File: config.mk
export PLATFORM = sky130hd
export DESIGN_NAME = multiphase_fault_supervisor
export DESIGN_NICKNAME = d
export VERILOG_FILES = /design/src/hdl/fault_supervisor_pkg.sv /design/src/hdl/multiphase_fault_supervisor.sv
export VERILOG_INCLUDE_DIRS = /design/src /design/src/hdl
export SDC_FILE = /design/constraint.sdc
export NUM_CORES = 1
export LEC_CHECK = 0
export ABC_AREA = 1
export BUFFER_PORTS_ARGS = -buffer_cell sky130_fd_sc_hd__buf_2
export CORE_MARGIN = 4
export CORE_UTILIZATION = 56
export CTS_CLUSTER_SIZE = 40
export DETAILED_ROUTE_END_ITERATION = 10
export PLACE_DENSITY = 0.84
export SETUP_SLACK_MARGIN = 0.2
export SYNTH_ARGS = -nofsm -noshare
export SYNTH_HDL_FRONTEND = slang
export SYNTH_SLANG_ARGS = --single-unit
File: constraint.sdc
create_clock -name clk_i -period 2.6 [get_ports clk_i]
set_input_delay 0 -clock clk_i [delete_from_list [all_inputs] [get_ports clk_i]]
set_output_delay 0 -clock clk_i [all_outputs]
set_load 0.1 [all_outputs]
File: src/hdl/fault_supervisor_defines.svh
// timing counts and widths for the fault supervisor
// assumes a 40 MHz controller clock
`ifndef FAULT_SUPERVISOR_DEFINES_SVH
`define FAULT_SUPERVISOR_DEFINES_SVH

`define CLK_PERIOD_PS 25000
`define PG_DELAY_NS 85000
`define PG_DELAY_CYCLES ((`PG_DELAY_NS * 1000) / `CLK_PERIOD_PS)
`define HICCUP_CYCLES 4096
`define PWM_LOW 2'h0
`define PWM_HIGHZ 2'h1
`define PWM_RUN 2'h2

`endif

File: src/hdl/fault_supervisor_pkg.sv
// types shared by the fault supervisor
// assumes comparator results arrive as plain levels
package fault_supervisor_pkg;

    typedef enum logic [2:0] {
        ST_OFF,
        ST_SOFTSTART,
        ST_PG_WAIT,
        ST_RUN,
        ST_OC_WAIT,
        ST_OV_LATCH
    } sup_state_e;

    typedef struct packed {
        logic uv_below_50;
        logic uv_above_60;
        logic ov_fixed;
        logic ov_vid;
        logic ov_clear;
        logic oc_avg;
        logic oc_current_monitor_pin;
        logic tm_below_low;
        logic tm_above_high;
    } cmp_s;

endpackage : fault_supervisor_pkg

File: src/hdl/multiphase_fault_supervisor.sv
// fault supervision for a multiphase buck controller
// assumes analogue comparators and soft-start live outside; cmp_i and chan_oc_i are resynchronised here, other inputs sync to clk_i
`timescale 1ns/100ps
`include "fault_supervisor_defines.svh"

module multiphase_fault_supervisor #(
    parameter int CHANNELS = 6,
    parameter int HICCUP_COUNT = `HICCUP_CYCLES,
    parameter int PG_DELAY = `PG_DELAY_CYCLES
) (
    input wire logic clk_i,
    input wire logic reset_n_i,
    input wire logic clk_en_i,
    input wire logic power_enable_in_i,
    input wire logic termination_enable_in_i,
    input wire logic vid_valid_i,
    input wire logic vid_off_i,
    input wire logic softstart_done_i,
    input wire logic switch_cycle_i,
    input wire fault_supervisor_pkg::cmp_s cmp_i,
    input wire logic [CHANNELS-1:0] chan_oc_i,
    input wire logic [CHANNELS-1:0] pwm_raw_i,
    output logic power_good_out_o,
    output logic overtemp_flag_out_o,
    output logic softstart_run_o,
    output logic [CHANNELS-1:0] pwm_o,
    output logic [CHANNELS-1:0] pwm_oe_o
);

    ////////////////////////////////////////////////////////////////////////////
    // input synchronisers
    fault_supervisor_pkg::cmp_s cmp_meta_q;
    fault_supervisor_pkg::cmp_s cmp_q;
    logic [CHANNELS-1:0] choc_meta_q;
    logic [CHANNELS-1:0] choc_q;

    always_ff @(posedge clk_i or negedge reset_n_i) begin
        if (!reset_n_i) begin
            cmp_meta_q <= '0;
            cmp_q <= '0;
            choc_meta_q <= '0;
            choc_q <= '0;
        end else if (clk_en_i) begin
            cmp_meta_q <= cmp_i;
            cmp_q <= cmp_meta_q;
            choc_meta_q <= chan_oc_i;
            choc_q <= choc_meta_q;
        end
    end

    ////////////////////////////////////////////////////////////////////////////
    // decode
    fault_supervisor_pkg::sup_state_e state_q;
    fault_supervisor_pkg::sup_state_e state_d;
    logic vid_seen_q;
    logic uv_q;
    logic ov_drive_q;
    logic [12:0] hic_q;
    logic [12:0] pgd_q;
    logic [CHANNELS-1:0] chlim_q;

    wire enabled = power_enable_in_i && termination_enable_in_i;
    wire disable_req = !enabled || vid_off_i;
    // fixed threshold until a valid code is seen
    wire ov_trip = vid_seen_q ? cmp_q.ov_vid : cmp_q.ov_fixed;
    wire oc_trip = cmp_q.oc_avg || cmp_q.oc_current_monitor_pin;
    wire hic_done = (hic_q == 13'(HICCUP_COUNT - 1)) && switch_cycle_i;
    wire pgd_done = (pgd_q == 13'(PG_DELAY - 1));
    wire uv_next = cmp_q.uv_below_50 ? 1'b1 : (cmp_q.uv_above_60 ? 1'b0 : uv_q);
    wire in_run = (state_q == fault_supervisor_pkg::ST_RUN);
    wire pg_next = in_run && !uv_next && !oc_trip && !ov_trip && !disable_req;

    ////////////////////////////////////////////////////////////////////////////
    // sequencing
    always_comb begin
        state_d = state_q;
        unique case (state_q)
            fault_supervisor_pkg::ST_OFF: begin
                if (!disable_req) begin
                    state_d = fault_supervisor_pkg::ST_SOFTSTART;
                end
            end
            fault_supervisor_pkg::ST_SOFTSTART: begin
                if (softstart_done_i) begin
                    state_d = fault_supervisor_pkg::ST_PG_WAIT;
                end
            end
            fault_supervisor_pkg::ST_PG_WAIT: begin
                if (pgd_done) begin
                    state_d = fault_supervisor_pkg::ST_RUN;
                end
            end
            fault_supervisor_pkg::ST_RUN: begin
            end
            fault_supervisor_pkg::ST_OC_WAIT: begin
                if (hic_done) begin
                    state_d = fault_supervisor_pkg::ST_SOFTSTART;
                end
            end
            fault_supervisor_pkg::ST_OV_LATCH: begin
            end
        endcase
        if (state_q != fault_supervisor_pkg::ST_OFF && state_q != fault_supervisor_pkg::ST_OC_WAIT
            && state_q != fault_supervisor_pkg::ST_OV_LATCH && oc_trip) begin
            state_d = fault_supervisor_pkg::ST_OC_WAIT;
        end
        if (disable_req && state_q != fault_supervisor_pkg::ST_OV_LATCH) begin
            state_d = fault_supervisor_pkg::ST_OFF;
        end
        if (state_q == fault_supervisor_pkg::ST_OV_LATCH && !enabled) begin
            state_d = fault_supervisor_pkg::ST_OFF;
        end
        if (ov_trip) begin
            state_d = fault_supervisor_pkg::ST_OV_LATCH;
        end
    end

    always_ff @(posedge clk_i or negedge reset_n_i) begin
        if (!reset_n_i) begin
            state_q <= fault_supervisor_pkg::ST_OFF;
        end else if (clk_en_i) begin
            state_q <= state_d;
        end
    end

    ////////////////////////////////////////////////////////////////////////////
    // counters and fault levels
    always_ff @(posedge clk_i or negedge reset_n_i) begin
        if (!reset_n_i) begin
            hic_q <= '0;
            pgd_q <= '0;
            vid_seen_q <= 1'b0;
            uv_q <= 1'b0;
            ov_drive_q <= 1'b0;
        end else if (clk_en_i) begin
            if (state_q != fault_supervisor_pkg::ST_OC_WAIT) begin
                hic_q <= '0;
            end else if (switch_cycle_i) begin
                hic_q <= hic_q + 13'h1;
            end
            pgd_q <= (state_q == fault_supervisor_pkg::ST_PG_WAIT) ? pgd_q + 13'h1 : 13'h0;
            if (!enabled) begin
                vid_seen_q <= 1'b0;
            end else if (vid_valid_i) begin
                vid_seen_q <= 1'b1;
            end
            uv_q <= uv_next;
            if (ov_trip) begin
                ov_drive_q <= 1'b1;
            end else if (cmp_q.ov_clear) begin
                ov_drive_q <= 1'b0;
            end
        end
    end

    ////////////////////////////////////////////////////////////////////////////
    // per-channel peak limit
    for (genvar g = 0; g < CHANNELS; g++) begin : g_chan
        always_ff @(posedge clk_i or negedge reset_n_i) begin
            if (!reset_n_i) begin
                chlim_q[g] <= 1'b0;
            end else if (clk_en_i) begin
                if (switch_cycle_i) begin
                    chlim_q[g] <= choc_q[g];
                end else if (choc_q[g]) begin
                    chlim_q[g] <= 1'b1;
                end
            end
        end
    end

    ////////////////////////////////////////////////////////////////////////////
    // outputs
    wire ov_now = state_d == fault_supervisor_pkg::ST_OV_LATCH;
    wire run_pwm = (state_d == fault_supervisor_pkg::ST_SOFTSTART)
        || (state_d == fault_supervisor_pkg::ST_PG_WAIT) || (state_d == fault_supervisor_pkg::ST_RUN);
    wire ov_low = ov_now && (ov_drive_q || ov_trip) && !(cmp_q.ov_clear && !ov_trip);
    wire [CHANNELS-1:0] pwm_d = run_pwm ? (pwm_raw_i & ~chlim_q & ~choc_q) : '0;
    wire [CHANNELS-1:0] oe_d = ov_low ? '1 : (run_pwm ? '1 : '0);
    wire tm_next = cmp_q.tm_below_low ? 1'b1 : (cmp_q.tm_above_high ? 1'b0 : overtemp_flag_out_o);

    always_ff @(posedge clk_i or negedge reset_n_i) begin
        if (!reset_n_i) begin
            power_good_out_o <= 1'b0;
            overtemp_flag_out_o <= 1'b0;
            softstart_run_o <= 1'b0;
            pwm_o <= '0;
            pwm_oe_o <= '0;
        end else if (clk_en_i) begin
            power_good_out_o <= pg_next;
            overtemp_flag_out_o <= enabled && tm_next;
            softstart_run_o <= (state_d == fault_supervisor_pkg::ST_SOFTSTART);
            pwm_o <= ov_low ? '0 : pwm_d;
            pwm_oe_o <= oe_d;
        end
    end

    ////////////////////////////////////////////////////////////////////////////
    // checks
    a_ov_pwm_low: assert property (@(posedge clk_i) disable iff (!reset_n_i)
        clk_en_i && ov_trip |=> pwm_oe_o == '1 && pwm_o == '0)
        else $error("overvoltage did not force pwm low");
    a_oc_highz: assert property (@(posedge clk_i) disable iff (!reset_n_i)
        clk_en_i && oc_trip && !ov_trip && state_q == fault_supervisor_pkg::ST_RUN
        |=> pwm_oe_o == '0)
        else $error("overcurrent did not float pwm");
    a_pg_fault_low: assert property (@(posedge clk_i) disable iff (!reset_n_i)
        clk_en_i && (ov_trip || oc_trip || disable_req) |=> !power_good_out_o)
        else $error("power good high during fault");
    a_ov_latch_hold: assert property (@(posedge clk_i) disable iff (!reset_n_i)
        state_q == fault_supervisor_pkg::ST_OV_LATCH && enabled
        |=> state_q == fault_supervisor_pkg::ST_OV_LATCH)
        else $error("overvoltage latch left while enabled");
    a_hiccup_retry: assert property (@(posedge clk_i) disable iff (!reset_n_i)
        clk_en_i && state_q == fault_supervisor_pkg::ST_OC_WAIT && hic_done && !disable_req
        && !ov_trip |=> state_q == fault_supervisor_pkg::ST_SOFTSTART)
        else $error("no retry after hiccup wait");
    a_pg_delay_wait: assert property (@(posedge clk_i) disable iff (!reset_n_i)
        $rose(state_q == fault_supervisor_pkg::ST_RUN) |-> $past(pgd_done))
        else $error("power good released before delay");
    a_temp_disabled: assert property (@(posedge clk_i) disable iff (!reset_n_i)
        clk_en_i && !enabled |=> !overtemp_flag_out_o)
        else $error("overtemp flag while disabled");
    a_chan_limit: assert property (@(posedge clk_i) disable iff (!reset_n_i)
        clk_en_i && !ov_trip ##1 clk_en_i && choc_q[0] |=> !pwm_o[0])
        else $error("channel limit not applied");

    ////////////////////////////////////////////////////////////////////////////
    // checks on sequencing, thresholds, the hiccup wait, channel limits and clock enable

    a_pg_needs_run: assert property (@(posedge clk_i) disable iff (!reset_n_i)
        power_good_out_o
        |-> $past(state_q == fault_supervisor_pkg::ST_RUN))
        else $error("power good high without run");

    a_pg_idle_low: assert property (@(posedge clk_i) disable iff (!reset_n_i)
        state_q != fault_supervisor_pkg::ST_RUN
        |-> !power_good_out_o)
        else $error("power good high outside run");

    a_uv_pg_low: assert property (@(posedge clk_i) disable iff (!reset_n_i)
        clk_en_i && cmp_q.uv_below_50
        |=> !power_good_out_o)
        else $error("power good high under undervoltage");

    a_uv_recover: assert property (@(posedge clk_i) disable iff (!reset_n_i)
        clk_en_i && uv_q && !cmp_q.uv_above_60
        |=> !power_good_out_o)
        else $error("power good back before recovery level");

    a_ov_fixed_level: assert property (@(posedge clk_i) disable iff (!reset_n_i)
        clk_en_i && !vid_seen_q && cmp_q.ov_fixed
        |=> state_q == fault_supervisor_pkg::ST_OV_LATCH)
        else $error("fixed overvoltage level ignored");

    a_ov_code_level: assert property (@(posedge clk_i) disable iff (!reset_n_i)
        clk_en_i && vid_seen_q && cmp_q.ov_vid
        |=> state_q == fault_supervisor_pkg::ST_OV_LATCH)
        else $error("code based overvoltage level ignored");

    a_ov_recur_low: assert property (@(posedge clk_i) disable iff (!reset_n_i)
        clk_en_i && state_q == fault_supervisor_pkg::ST_OV_LATCH && !ov_drive_q && ov_trip
        |=> pwm_oe_o == '1 && pwm_o == '0)
        else $error("recurring overvoltage did not force pwm low");

    a_ov_float: assert property (@(posedge clk_i) disable iff (!reset_n_i)
        clk_en_i && state_d == fault_supervisor_pkg::ST_OV_LATCH && !ov_trip && cmp_q.ov_clear
        |=> pwm_oe_o == '0)
        else $error("pwm not floated after overvoltage cleared");

    a_ov_no_restart: assert property (@(posedge clk_i) disable iff (!reset_n_i)
        state_q == fault_supervisor_pkg::ST_OV_LATCH
        |-> !softstart_run_o && !power_good_out_o)
        else $error("normal operation during overvoltage latch");

    a_ov_code_change: assert property (@(posedge clk_i) disable iff (!reset_n_i)
        clk_en_i && state_q == fault_supervisor_pkg::ST_OV_LATCH && enabled && vid_valid_i
        |=> state_q == fault_supervisor_pkg::ST_OV_LATCH)
        else $error("code change left overvoltage latch");

    a_oc_enter: assert property (@(posedge clk_i) disable iff (!reset_n_i)
        clk_en_i && oc_trip && !ov_trip && !disable_req
        && state_q == fault_supervisor_pkg::ST_SOFTSTART
        |=> state_q == fault_supervisor_pkg::ST_OC_WAIT)
        else $error("overcurrent did not start shutdown");

    a_hiccup_hold: assert property (@(posedge clk_i) disable iff (!reset_n_i)
        clk_en_i && state_q == fault_supervisor_pkg::ST_OC_WAIT && !hic_done
        && !ov_trip && !disable_req
        |=> state_q == fault_supervisor_pkg::ST_OC_WAIT && pwm_oe_o == '0)
        else $error("hiccup wait ended early");

    a_hiccup_count: assert property (@(posedge clk_i) disable iff (!reset_n_i)
        clk_en_i && state_q == fault_supervisor_pkg::ST_OC_WAIT && !switch_cycle_i
        |=> $stable(hic_q))
        else $error("hiccup counted without switching pulse");

    a_chan_release: assert property (@(posedge clk_i) disable iff (!reset_n_i)
        clk_en_i && switch_cycle_i && !choc_q[0]
        |=> !chlim_q[0])
        else $error("channel limit held past cycle end");

    a_chan_no_trip: assert property (@(posedge clk_i) disable iff (!reset_n_i)
        clk_en_i && state_q == fault_supervisor_pkg::ST_RUN && !oc_trip && !ov_trip && !disable_req
        |=> state_q == fault_supervisor_pkg::ST_RUN)
        else $error("run left without converter fault");

    a_temp_set: assert property (@(posedge clk_i) disable iff (!reset_n_i)
        clk_en_i && enabled && cmp_q.tm_below_low
        |=> overtemp_flag_out_o)
        else $error("overtemp flag not set");

    a_temp_clear: assert property (@(posedge clk_i) disable iff (!reset_n_i)
        clk_en_i && cmp_q.tm_above_high && !cmp_q.tm_below_low
        |=> !overtemp_flag_out_o)
        else $error("overtemp flag not cleared");

    a_clken_freeze: assert property (@(posedge clk_i) disable iff (!reset_n_i)
        !clk_en_i
        |=> $stable(state_q) && $stable(pwm_oe_o) && $stable(power_good_out_o))
        else $error("state moved with clock enable low");

endmodule : multiphase_fault_supervisor

=== Word-level counts from Yosys, hierarchy flattened ===
Index checks and enable logic that the tools add are counted.

* Input bits: 30
* Output and inout bits: 15
* Word-level logic and storage cells: 139
* Register bits after elaboration: 83

* Bitwise operators: 4
* Equality and inequality tests: 14
* $add $sub $neg: 2
* Multiplexer cells: 37
* Reductions and logical operators: 45

{| class="wikitable"
|+ Operators with widths
! operator !! count
|-
| $mux W13 || 3
|-
| $add A13 B1 Y13 const B || 2
|-
| $eq A13 B12 Y1 const B || 2
|-
| $mux W3 || 8
|-
| $mux W6 || 4
|-
| $mux W1 || 21
|-
| $reduce_and A2 Y1 || 9
|-
| $reduce_bool A2 Y1 || 8
|-
| $logic_and A1 B1 Y1 || 15
|-
| $and A6 B6 Y6 || 2
|-
| $eq A3 B2 Y1 const B || 4
|-
| $not A6 Y6 || 2
|-
| $pmux W3 S4 || 1
|-
| $eq A3 B3 Y1 const B || 3
|-
| $eq A3 B1 Y1 const B || 2
|-
| $logic_not A1 Y1 || 6
|-
| $ne A3 B3 Y1 const B || 2
|-
| $logic_or A1 B1 Y1 || 5
|-
| $logic_not A3 Y1 || 1
|-
| $reduce_bool A3 Y1 || 1
|-
| $ne A2 B2 Y1 const B || 1
|}

=== Logic depth before layout (Yosys ltp) ===
Gate-level depths: netlist of run 1.

* Word-level depth: 14
* Depth in mapped cells: 15
* Gate-level depth less buffers: 15

=== Least setup slack after synthesis of run 1 ===
No wires, ideal clock.

* Kind: register to register
* Start point: register hic_q[1]
* End point: register pwm_oe_o[4]
* Slack: 1.041 ns
* Library setup time: 0.070 ns
* Path buffers: 0
* Required time: 2.530 ns
* Clock period less this slack: 1.559 ns
* Data arrival time: 1.488 ns
* Stages on the path, launching flop included: 14
* Cell sequence: dfrtp_1 ha_1 inv_1 nor2_2 nand2_1 nor2_2 nand3_1 nand2_1 nand2_2 a21oi_4 nand2_2 nand2_1 nor2_1 nor2_2

* Cells in the longest elaborated chain, start to end: 13
* Elaborated cells between the ends (all ways): 18
* Classes of those cells: 5 x eq/ne; 8 x mux; 5 x reduce/logical

{| class="wikitable"
|+ Ends and longest elaborated chain
! what !! RTL line !! text
|-
| start, declared || multiphase_fault_supervisor.sv:58 || <nowiki>logic [12:0] hic_q;</nowiki>
|-
| start signal, assigned || multiphase_fault_supervisor.sv:139 || <nowiki>hic_q <= hic_q + 13'h1;</nowiki>
|-
| $eq A13 B12 Y1 * || multiphase_fault_supervisor.sv:67 || <nowiki>wire hic_done = (hic_q == 13'(HICCUP_COUNT - 1)) && switch_cycle_i;</nowiki>
|-
| $logic_and A1 B1 Y1 * || multiphase_fault_supervisor.sv:67 ||
|-
| $mux W3 * || multiphase_fault_supervisor.sv:96 || <nowiki>if (hic_done) begin</nowiki>
|-
| $pmux W3 S4 * || multiphase_fault_supervisor.sv:77 || <nowiki>unique case (state_q)</nowiki>
|-
| $mux W3 * || multiphase_fault_supervisor.sv:103 || <nowiki>if (state_q != fault_supervisor_pkg::ST_OFF && state_q != fault_supervisor_pkg::ST_OC_WAIT</nowiki>
|-
| $mux W3 * || multiphase_fault_supervisor.sv:107 || <nowiki>if (disable_req && state_q != fault_supervisor_pkg::ST_OV_LATCH) begin</nowiki>
|-
| $mux W3 * || multiphase_fault_supervisor.sv:110 || <nowiki>if (state_q == fault_supervisor_pkg::ST_OV_LATCH && !enabled) begin</nowiki>
|-
| $mux W3 * || multiphase_fault_supervisor.sv:113 || <nowiki>if (ov_trip) begin</nowiki>
|-
| $eq A3 B1 Y1 or $eq A3 B2 Y1 (tied branches) || multiphase_fault_supervisor.sv:175, multiphase_fault_supervisor.sv:176 ||
|-
| $logic_or A1 B1 Y1 (2 in a row) || multiphase_fault_supervisor.sv:176 || <nowiki>|| (state_d == fault_supervisor_pkg::ST_PG_WAIT) || (state_d == fault_supervisor_pkg::ST_RUN);</nowiki>
|-
| $mux W6 || multiphase_fault_supervisor.sv:179 || <nowiki>wire [CHANNELS-1:0] oe_d = ov_low ? '1 : (run_pwm ? '1 : '0);</nowiki>
|-
| $mux W6 * || multiphase_fault_supervisor.sv:179 ||
|-
| end signal, assigned || multiphase_fault_supervisor.sv:188 || <nowiki>pwm_oe_o <= '0;</nowiki>
|-
| end signal, assigned || multiphase_fault_supervisor.sv:194 || <nowiki>pwm_oe_o <= oe_d;</nowiki>
|-
| end, declared || multiphase_fault_supervisor.sv:27 || <nowiki>output logic [CHANNELS-1:0] pwm_oe_o</nowiki>
|}

Every way passes the cells marked *; elsewhere a longest branch is shown, timed or not.
A chain may end at the register's enable or synchronous reset.

=== Worst setup path after layout of run 1 ===
Ends and elaborated chain as after synthesis.

==> results.yml, run 1 <==
finish:
  num_antenna_cells: 0
  drive_gt1_share_pct: 17.0
  nFillCells: 486
  synthToLayoutAreaGrowth_pct: 19.3
  fin_nets: 532
  final_cell_mix: "nand2_1 (141), dfrtp_1 (78), inv_1 (47), buf_2 (43), o21ai_0 (27)"
  mostFrequentLayoutCell: "nand2_1"
sta:
  tightestPinTransition_ns: 0.943
  slew_viol_final: 0
  layout_setup_ws_ns: 0.687
  slew_headroom_pct: 37.1
  rsz0062_at_grt: "no"
  finalHoldViolations: 0
  holdWs_ns: 0.0332
  finalClockSkew_ns: 0.00927
  clock.fmax_mhz: 523
  finalCritPeriodShare_pct: 73.6
  fin_setup_tns_ns: 0
  min_period_ns: 1.91
  setup_viol: 0
yosys:
  synthTopCellsByArea: "dfrtp_1 (54%), nand2_1 (15%), inv_1 (4.8%), o21ai_0 (3.7%), a21oi_1 (2.9%)"
  synth.largest_area_cell: "dfrtp_1"
  synth_enable_flop_cells: 0
  async_reset_ff_share_pct: 100
  synth.distinct_cells: 35
  ys.flop_type: "dfrtp_1"
  synthesis.nets: 468
  yosys.area.top_type_share_pct: 53.6
  synthCells: 436
  synthesis.area_mm2: 0.00364
  synth_warnings: 0
  ys_seq_area_share_pct: 53.6
  avgSynthCellArea_um2: 8.35
  synth-seq-cells: 78
cts:
  htreeDepth: 3
  clock_path_buffers: 2
  cts_tree: "done"
  cts_root_buf: "clkbuf_8"
  clk_latency_ns: 0.36
  numCtsBuffers: 9
  cts_num_sinks: 78
  clkSlewWorstSetupHoldPaths_ns: 0.09
power_and_ir_drop:
  power.density_mw_per_mm2: 688
  max-vdd-ir-drop_v: 0.000461
  p_leak_nw: 2.20
global_route:
  grt_max_degree: 79
  busiest_layer: "met2"
  grt_pass1_wl_um: 13300
  antenna_found_initial: 0
  grtUsageTotal_pct: 22.1
  grt_pass1_vias: 2969
  grt-ovfl-total: 0
  use_met2_pct: 35.3
  grtUsageMet1_pct: 28.6
  grtUsageMet3_pct: 5.03
floorplanning:
  start_util_pct: 57.4
  die_w_um: 88.6
  die_h_um: 88.6
  coreArea_mm2: 0.00635
  rows: 29
  ios: 45
  dieArea_mm2: 0.00786
worst_hold_path:
  hold_class: "input port to flop"
placement:
  dp_hpwl_um: 4890
  numPortBuffers: 44
  dp_slack_ns: 0.765
  gp_congestion: 0.848
worst_setup_path:
  cp_max_fo: 7
  worstSetupPathType: "flop to flop"
  crit_required_ns: 2.89
  crit_arrival_ns: 2.21
  cp-start-kind: "flop"
  end_kind: "flop"
drt:
  wl_per_cell_um: 13.1
  post_drt_via_cell_ratio: 5.27
  drt_iter0_drc: 188
  dr.pass1.iters: 5
  vias: 3065
  drc: 0
  drt_wl_total_um: 7630
  final_antenna_net_count: 0
outcome:
  outcome: "finished clean"
flow_run:
  maxCapViolCount: 0
## stage by stage
step                      area [µm²]  utilization (%)  instances  total power (W)
after global placement          3900             61.4        544          0.00192
after global routing            4350             68.5        582          0.00314
after detailed placement        3900             61.4        544          0.00194
after CTS                       4350             68.5        582          0.00301
after floorplan                 3640                -        436          0.00182
final                           4350             68.5        582          0.00299
## synth_stat cells, types with 2 or more instances
library cell and count:
nand2_1 141, nor3_1 4, nor3_2 2, ha_1 2, nand3_1 12, clkbuf_1 9, dfrtp_1 78, nor2_4 2
nand2_2 5, nand4_1 11, o21a_1 3, xor2_1 2, o21ai_1 7, o22ai_1 9, clkinv_1 2, a21oi_1 21
nor2_1 26, nor2_2 6, nand2_4 2, buf_4 5, o21ai_0 27, inv_1 47
## cell families after synthesis
logic type	share of synthesized area, %
and+or+nand+nor	26.6
AOI/OAI and AO/OA	11.0
buffers and inverters	7.59
adders and majority gates	0.687
DFF	53.6
xor gates and xnor gates	0.481
## report_power, final
part / switching (W) / internal (W)
clock network: 0.000478 / 0.000555
logic: 0.000418 / 0.000160
registers: 0.0000649 / 0.00131
## state kept, by name, indices dropped and copies added, names as in the netlist
register,flops
vid_seen_q,1
state_q,3
hic_q,13
uv_q,1
choc_q,6
pwm_oe_o,1
power_good_out_o,1
chlim_q,6
cmp_meta_q,9
softstart_run_o,1
cmp_q,9
pgd_q,13
choc_meta_q,6
overtemp_flag_out_o,1
ov_drive_q,1
pwm_o,6
## repair_timing
| action | in CTS | in global routing |
|---|---|---|
| hold buffers | 22 | 0 |
| buffers inserted | 0 | 0 |
| resized for setup | 0 | 0 |
| hold endpoints to repair | 99 | 0 |
## layer usage
metal / vias up / part of all wire, %
met2: 89 / 50
met1: 1440 / 43
li1: 1517 / -
met5: - / 0
met4: 0 / 2.5
met3: 19 / 4.7
## layout make-up
cell class	instances	area [µm²]	area share (%)
sequential	78	1950	44.9
clock buffer	9	124	2.85
timing repair buffer	69	465	10.7
clock inverter	7	105	2.42
tap	77	96.3	2.22
multi-input combinational	292	1410	32.5
inverter	50	190	4.38
## final timing paths
path                       cells past startpoint           to  slack [ns]        start
max                                           13  pwm_oe_o[4]        0.69     hic_q[1]
min                                            4   vid_seen_q        0.03  vid_valid_i
max reg2reg                                   13  pwm_oe_o[4]        0.69     hic_q[1]
min reg2reg                                    1    pgd_q[11]        0.47    pgd_q[11]
max in group asynchronous                      2   chlim_q[4]        1.67    reset_n_i
min in group asynchronous                      2     pgd_q[6]        0.32    reset_n_i
## critical path: stages (launching register included)
cell and delay (ns):
dfrtp_1 0.39, ha_1 0.19, inv_1 0.08, nor2_2 0.17
nand2_1 0.09, nor2_2 0.15, nand3_1 0.10, nand2_1 0.11
nand2_2 0.09, a21oi_4 0.15, nand2_2 0.12, nand2_1 0.08
nor2_1 0.05, nor2_2 0.08
Power figures use the tool's default switching activity.
==> inputs of run 2 (changes only) <==
==> constraint.sdc (replaced) <==
create_clock -name clk_i -period 1.9 [get_ports clk_i]
set_input_delay 0 -clock clk_i [delete_from_list [all_inputs] [get_ports clk_i]]
set_output_delay 0 -clock clk_i [all_outputs]
set_load 0.1 [all_outputs]
==> run 2 against run 1 <==
Net effect:
- final cell count up 2.4%
- total power is 30% higher
- global-route usage shrank 1.0 points
- register-to-register slack got worse by 0.51 ns
- clock skew hardly changed
==> results.yml, run 2 (synthesis gave the netlist of run 1 again) <==
drt:
  dr.pass1.iters: 5
  drt_iter0_drc: 222
  wl_per_cell_um: 13.5
  post_drt_via_cell_ratio: 5.27
  drt_wl_total_um: 8070
  drc: 0
  final_antenna_net_count: 0
  vias: 3140
cts:
  numCtsBuffers: 9
  cts_root_buf: "clkbuf_8"
  cts_tree: "done"
  clock_path_buffers: 2
  clkSlewWorstSetupHoldPaths_ns: 0.08
  cts_num_sinks: 78
  clk_latency_ns: 0.35
  htreeDepth: 3
sta:
  setup_viol: 0
  slew_headroom_pct: 67.0
  tightestPinTransition_ns: 0.498
  rsz0062_at_grt: "yes"
  layout_setup_ws_ns: 0.172
  finalCritPeriodShare_pct: 90.9
  fin_setup_tns_ns: 0
  clock.fmax_mhz: 579
  finalClockSkew_ns: 0.00965
  min_period_ns: 1.73
  slew_viol_final: 0
  finalHoldViolations: 0
worst_setup_path:
  crit_arrival_ns: 2.02
  end_kind: "flop"
  cp_max_fo: 7
  cp-start-kind: "flop"
  worstSetupPathType: "flop to flop"
  crit_required_ns: 2.19
finish:
  synthToLayoutAreaGrowth_pct: 24.4
  fin_nets: 546
  top_regs: "hic_q: 13 flops, pgd_q: 13 flops"
  drive_gt1_share_pct: 23.1
  num_antenna_cells: 0
  mostFrequentLayoutCell: "nand2_1"
  final_cell_mix: "nand2_1 (134), dfrtp_1 (76), inv_1 (46), buf_2 (43), o21ai_0 (25)"
power_and_ir_drop:
  switching_share_pct: 33.0
  p_switching_w: 0.00128
  combPwrFrac_pct: 21.9
  pwr-share-seq_pct: 48.6
  p_int_w: 0.00261
  power.density_mw_per_mm2: 858
  p_clk_share_pct: 29.5
  p_leak_nw: 2.29
  max-vdd-ir-drop_v: 0.000567
placement:
  gp_congestion: 0.878
  numPortBuffers: 44
  dp_slack_ns: 0.145
  dp_hpwl_um: 5010
flow_run:
  maxCapViolCount: 0
floorplanning:
  coreArea_mm2: 0.00635
  ios: 45
  rows: 29
  dieArea_mm2: 0.00786
  start_util_pct: 57.4
  die_h_um: 88.6
  die_w_um: 88.6
global_route:
  grtUsageTotal_pct: 21.1
  grt_pass1_vias: 2857
  grt_max_degree: 43
  grt_pass1_wl_um: 13000
  grt-ovfl-total: 0
  antenna_found_initial: 0
worst_hold_path:
  hold_class: "input port to flop"
outcome:
  outcome: "finished clean"
## run 2: cell count changes in the layout (fill, tap and decap cells not counted), sizes merged
cell         previous run  this run
clkinvlp                1         2
clkbuf                  9        11
clkinv                  3         5
bufinv                  2         0
buf                    47        60
dlygate4sd3            22        23
inv                    51        48
## run 2: power by group through the flow
stage / Sequential (W) / Combinational [W] / Clock, W
2_1_floorplan: 0.00198 / 0.000518 / 0
3_3_place_gp: 0.00190 / 0.000736 / 0
3_5_place_dp: 0.00191 / 0.000753 / 0
4_1_cts: 0.00188 / 0.000797 / 0.00116
5_1_grt: 0.00191 / 0.000937 / 0.00125
6_report: 0.00189 / 0.000850 / 0.00115
## run 2: final timing paths
path / startpoint / endpoint / slack [ns] / cells after the start
max: hic_q[1] / pwm_oe_o[4] / 0.17 / 13
min: termination_enable_in_i / vid_seen_q / 0.04 / 5
max reg2reg: hic_q[1] / pwm_oe_o[4] / 0.17 / 13
min reg2reg: pgd_q[11] / pgd_q[11] / 0.47 / 1
max in group asynchronous: reset_n_i / state_q[1] / 1.14 / 3
min in group asynchronous: reset_n_i / hic_q[7] / 0.15 / 2
## run 2: cell type report
class / count / area [µm²]
fillers: 456 / 1820
multi-input cells: 292 / 1520
clock buffers: 11 / 151
repair buffers: 83 / 586
well taps: 77 / 96.3
flip-flops and latches: 78 / 1950
clock inverters: 5 / 33.8
inverters: 50 / 190
## run 2: worst max-delay path: stages, from the launching register on
cell and delay (ns):
dfrtp_1 0.38, ha_2 0.19, inv_2 0.05, nor2_4 0.10
nand2_2 0.08, nor2_4 0.14, nand3_2 0.09, nand2_2 0.07
nand2_2 0.08, a21oi_4 0.19, nand2_4 0.10, nand2_2 0.07
nor2_2 0.04, nor2_2 0.08
## run 2: routing by layer
metal | GRT usage [%] | routed length [µm]
met1 | 28.6 | 3510
met2 | 32.9 | 4030
met3 | 4.56 | 352
met4 | 8.79 | 170
met5 | 0 | 0
## run 2: stage by stage
stage	cell area (µm²)	hold WS [ns]	power (W)	std cells	utilization, %
finish	4530	0.0362	0.00389	596	71.3
global route	4530	0.0733	0.00409	596	71.3
CTS	4350	0.0349	0.00384	586	68.6
detailed placement	3930	0.00203	0.00267	547	61.9
global placement	3930	0.000132	0.00264	547	61.9
floorplan	3640	-0.296	0.00249	436	-
## run 2: repair_timing
item                                   CTS  global route
hold buffers                            23             0
buffers inserted                         0            10
pin swaps                                1            15
resized for setup                        2            30
setup endpoints to repair                8            17
gates cloned                             0             0
endpoints found under the hold margin   58             0
==> inputs of run 3 (changes only) <==
--- a/config.mk
+++ b/config.mk
@@ -13,6 +13,7 @@
 export CTS_CLUSTER_SIZE = 40
 export DETAILED_ROUTE_END_ITERATION = 10
 export PLACE_DENSITY = 0.84
+export RECOVER_POWER = 50
 export SETUP_SLACK_MARGIN = 0.2
 export SYNTH_ARGS = -nofsm -noshare
 export SYNTH_HDL_FRONTEND = slang
==> run 3 against run 2 <==
Net effect:
- cell area fell by 0.52%
- total power fell by 0.24%
- non-clock buffer count did not move
- core utilization fell by 0.37 points
- clock-buffer cell count did not move
- final cell count did not move
- wire length fell by 0.31%
- first-iteration DRC count fell by 11%
- sequential power barely moved
- via count fell by 0.25%
- global-route usage did not move
- worst hold slack got worse by 0.0013 ns
- largest cell class unchanged
==> results.yml, run 3 (synthesis gave the netlist of run 1 again) <==
outcome:
  outcome: "finished clean"
power_and_ir_drop:
  p_clk_share_pct: 29.5
  p_leak_nw: 2.27
  pwr-share-seq_pct: 48.7
  power.density_mw_per_mm2: 861
  switching_share_pct: 33.0
  p_int_w: 0.00260
  p_switching_w: 0.00128
  combPwrFrac_pct: 21.7
  max-vdd-ir-drop_v: 0.000565
sta:
  clock.fmax_mhz: 580
  setup_viol: 0
  finalCritPeriodShare_pct: 90.7
  slew_headroom_pct: 39.8
  slew_viol_final: 0
  finalClockSkew_ns: 0.00946
  min_period_ns: 1.72
  finalHoldViolations: 0
  tightestPinTransition_ns: 0.904
  rsz0062_at_grt: "yes"
  fin_setup_tns_ns: 0
worst_setup_path:
  worst_path_largest_cell_delay_ns: 0.38
  cpMaxStageDelayCell: "dfrtp_1"
  critPathLaunch: "hic_q[1]"
  cp-start-kind: "flop"
  crit_top_cell: "nand2_2"
  path_cells: "ha_2 > inv_2 > nor2_4 > nand2_2 > nor2_4 > nand3_2 > nand2_2 > nand2_2 > a21oi_4 > nand2_4 > nand2_2 > nor2_2 > nor2_2"
  worstSetupPathType: "flop to flop"
  reg2reg_from: "hic_q[1]"
  end_kind: "flop"
  crit_required_ns: 2.19
  cp_max_fo: 7
  crit_arrival_ns: 2.01
worst_hold_path:
  hold_class: "input port to flop"
  min_from: "termination_enable_in_i"
drt:
  vias: 3132
  wl_per_cell_um: 13.5
  final_antenna_net_count: 0
  drt_wl_total_um: 8040
  dr.pass1.iters: 4
  drt_iter0_drc: 198
  drc: 0
  post_drt_via_cell_ratio: 5.26
floorplanning:
  coreArea_mm2: 0.00635
  ios: 45
  die_w_um: 88.6
  start_util_pct: 57.4
  dieArea_mm2: 0.00786
  rows: 29
  die_h_um: 88.6
cts:
  clkSlewWorstSetupHoldPaths_ns: 0.08
  cts_tree: "done"
  htreeDepth: 3
  cts_num_sinks: 78
  cts_root_buf: "clkbuf_8"
  numCtsBuffers: 9
  clock_path_buffers: 2
  clk_latency_ns: 0.35
finish:
  synthToLayoutAreaGrowth_pct: 23.7
  ff_latch_area_mm2: 0.00195
  num_antenna_cells: 0
  fin_util_pct: 71.0
  fin_nets: 546
  mostFrequentLayoutCell: "nand2_1"
  drive_gt1_share_pct: 22.5
  top_regs: "hic_q: 13 flops, pgd_q: 13 flops"
  layoutNonFillerInstCount: 596
  final_cell_mix: "nand2_1 (134), dfrtp_1 (76), inv_1 (46), buf_2 (42), o21ai_0 (25)"
  nFillCells: 461
  multi_input_area_mm2: 0.00152
  final_area_mm2: 0.00451
global_route:
  grt_pass1_vias: 2857
  grt_pass1_wl_um: 13000
  grtUsageTotal_pct: 21.1
  grt_max_degree: 43
  grt-ovfl-total: 0
  antenna_found_initial: 0
placement:
  gp_congestion: 0.878
  dp_hpwl_um: 5010
  numPortBuffers: 44
  dp_cells: 547
  dpl_cell_area_mm2: 0.00393
flow_run:
  maxCapViolCount: 0
run 3: changes by cell type in the layout (fill, tap and decap cells not counted):
cell,before,now
buf_12,1,0
buf_2,43,42
clkbuf_1,0,3
clkbuf_4,0,1
buf_4,16,13
clkbuf_2,0,1
run 3: through the flow:
stage               hold WS [ns]  power, W  setup slack, ns
floorplan                 -0.296   0.00249            0.341
global placement        0.000132   0.00264            0.242
CTS                       0.0349   0.00384            0.177
finish                    0.0350   0.00388            0.176
global route              0.0733   0.00408           0.0147
detailed placement       0.00203   0.00267            0.145
run 3: path summary, 6_finish.rpt:
check / end / slack (ns) / cells after the start
setup reg to reg: pwm_oe_o[4] / 0.18 / 13
setup / recovery: pwm_oe_o[4] / 0.18 / 13
hold / removal: vid_seen_q / 0.03 / 5
hold reg to reg: pgd_q[11] / 0.47 / 1
max in group asynchronous: state_q[1] / 0.39 / 3
min in group asynchronous: hic_q[7] / 0.31 / 2
run 3: layer usage:
layer	GRT usage, %	up-vias	part of all wire [%]
met4	8.79	0	2.0
met2	32.9	83	51
met5	0	-	0
met1	28.6	1486	43
met3	4.56	18	4.4
li1	-	1545	-
run 3: critical path, delay by kind of cell, from the launching register on:
family                   cells  cell delay [ns]
AND/OR/NAND/NOR             10             0.85
flip-flops                   1             0.38
adder cells (fa/ha/maj)      1             0.19
AO/OA/AOI/OAI                1             0.19
buffers and inverters        1             0.05
run 3: final cells by class:
cell class	instances	share of cell area (%)
flip-flops and latches	78	43.4
clock inverters	5	0.750
repair buffers	83	12.5
well taps	77	2.14
clock buffers	11	3.36
inverters	50	4.22
multi-input cells	292	33.7
run 3: power groups by stage:
stage,clock network (W),registers [W],logic (W)
2_1_floorplan,0,0.00198,0.000518
3_3_place_gp,0,0.00190,0.000736
3_5_place_dp,0,0.00191,0.000753
4_1_cts,0.00116,0.00188,0.000797
5_1_grt,0.00125,0.00191,0.000930
6_report,0.00115,0.00189,0.000844
run 3: repair_timing:
item,in CTS,in global routing
setup endpoints to repair,8,17
gates resized for setup,2,30
hold buffers,23,0
cloned,0,0
setup buffers,0,10
pin swaps,1,15
endpoints found under the hold margin,58,0
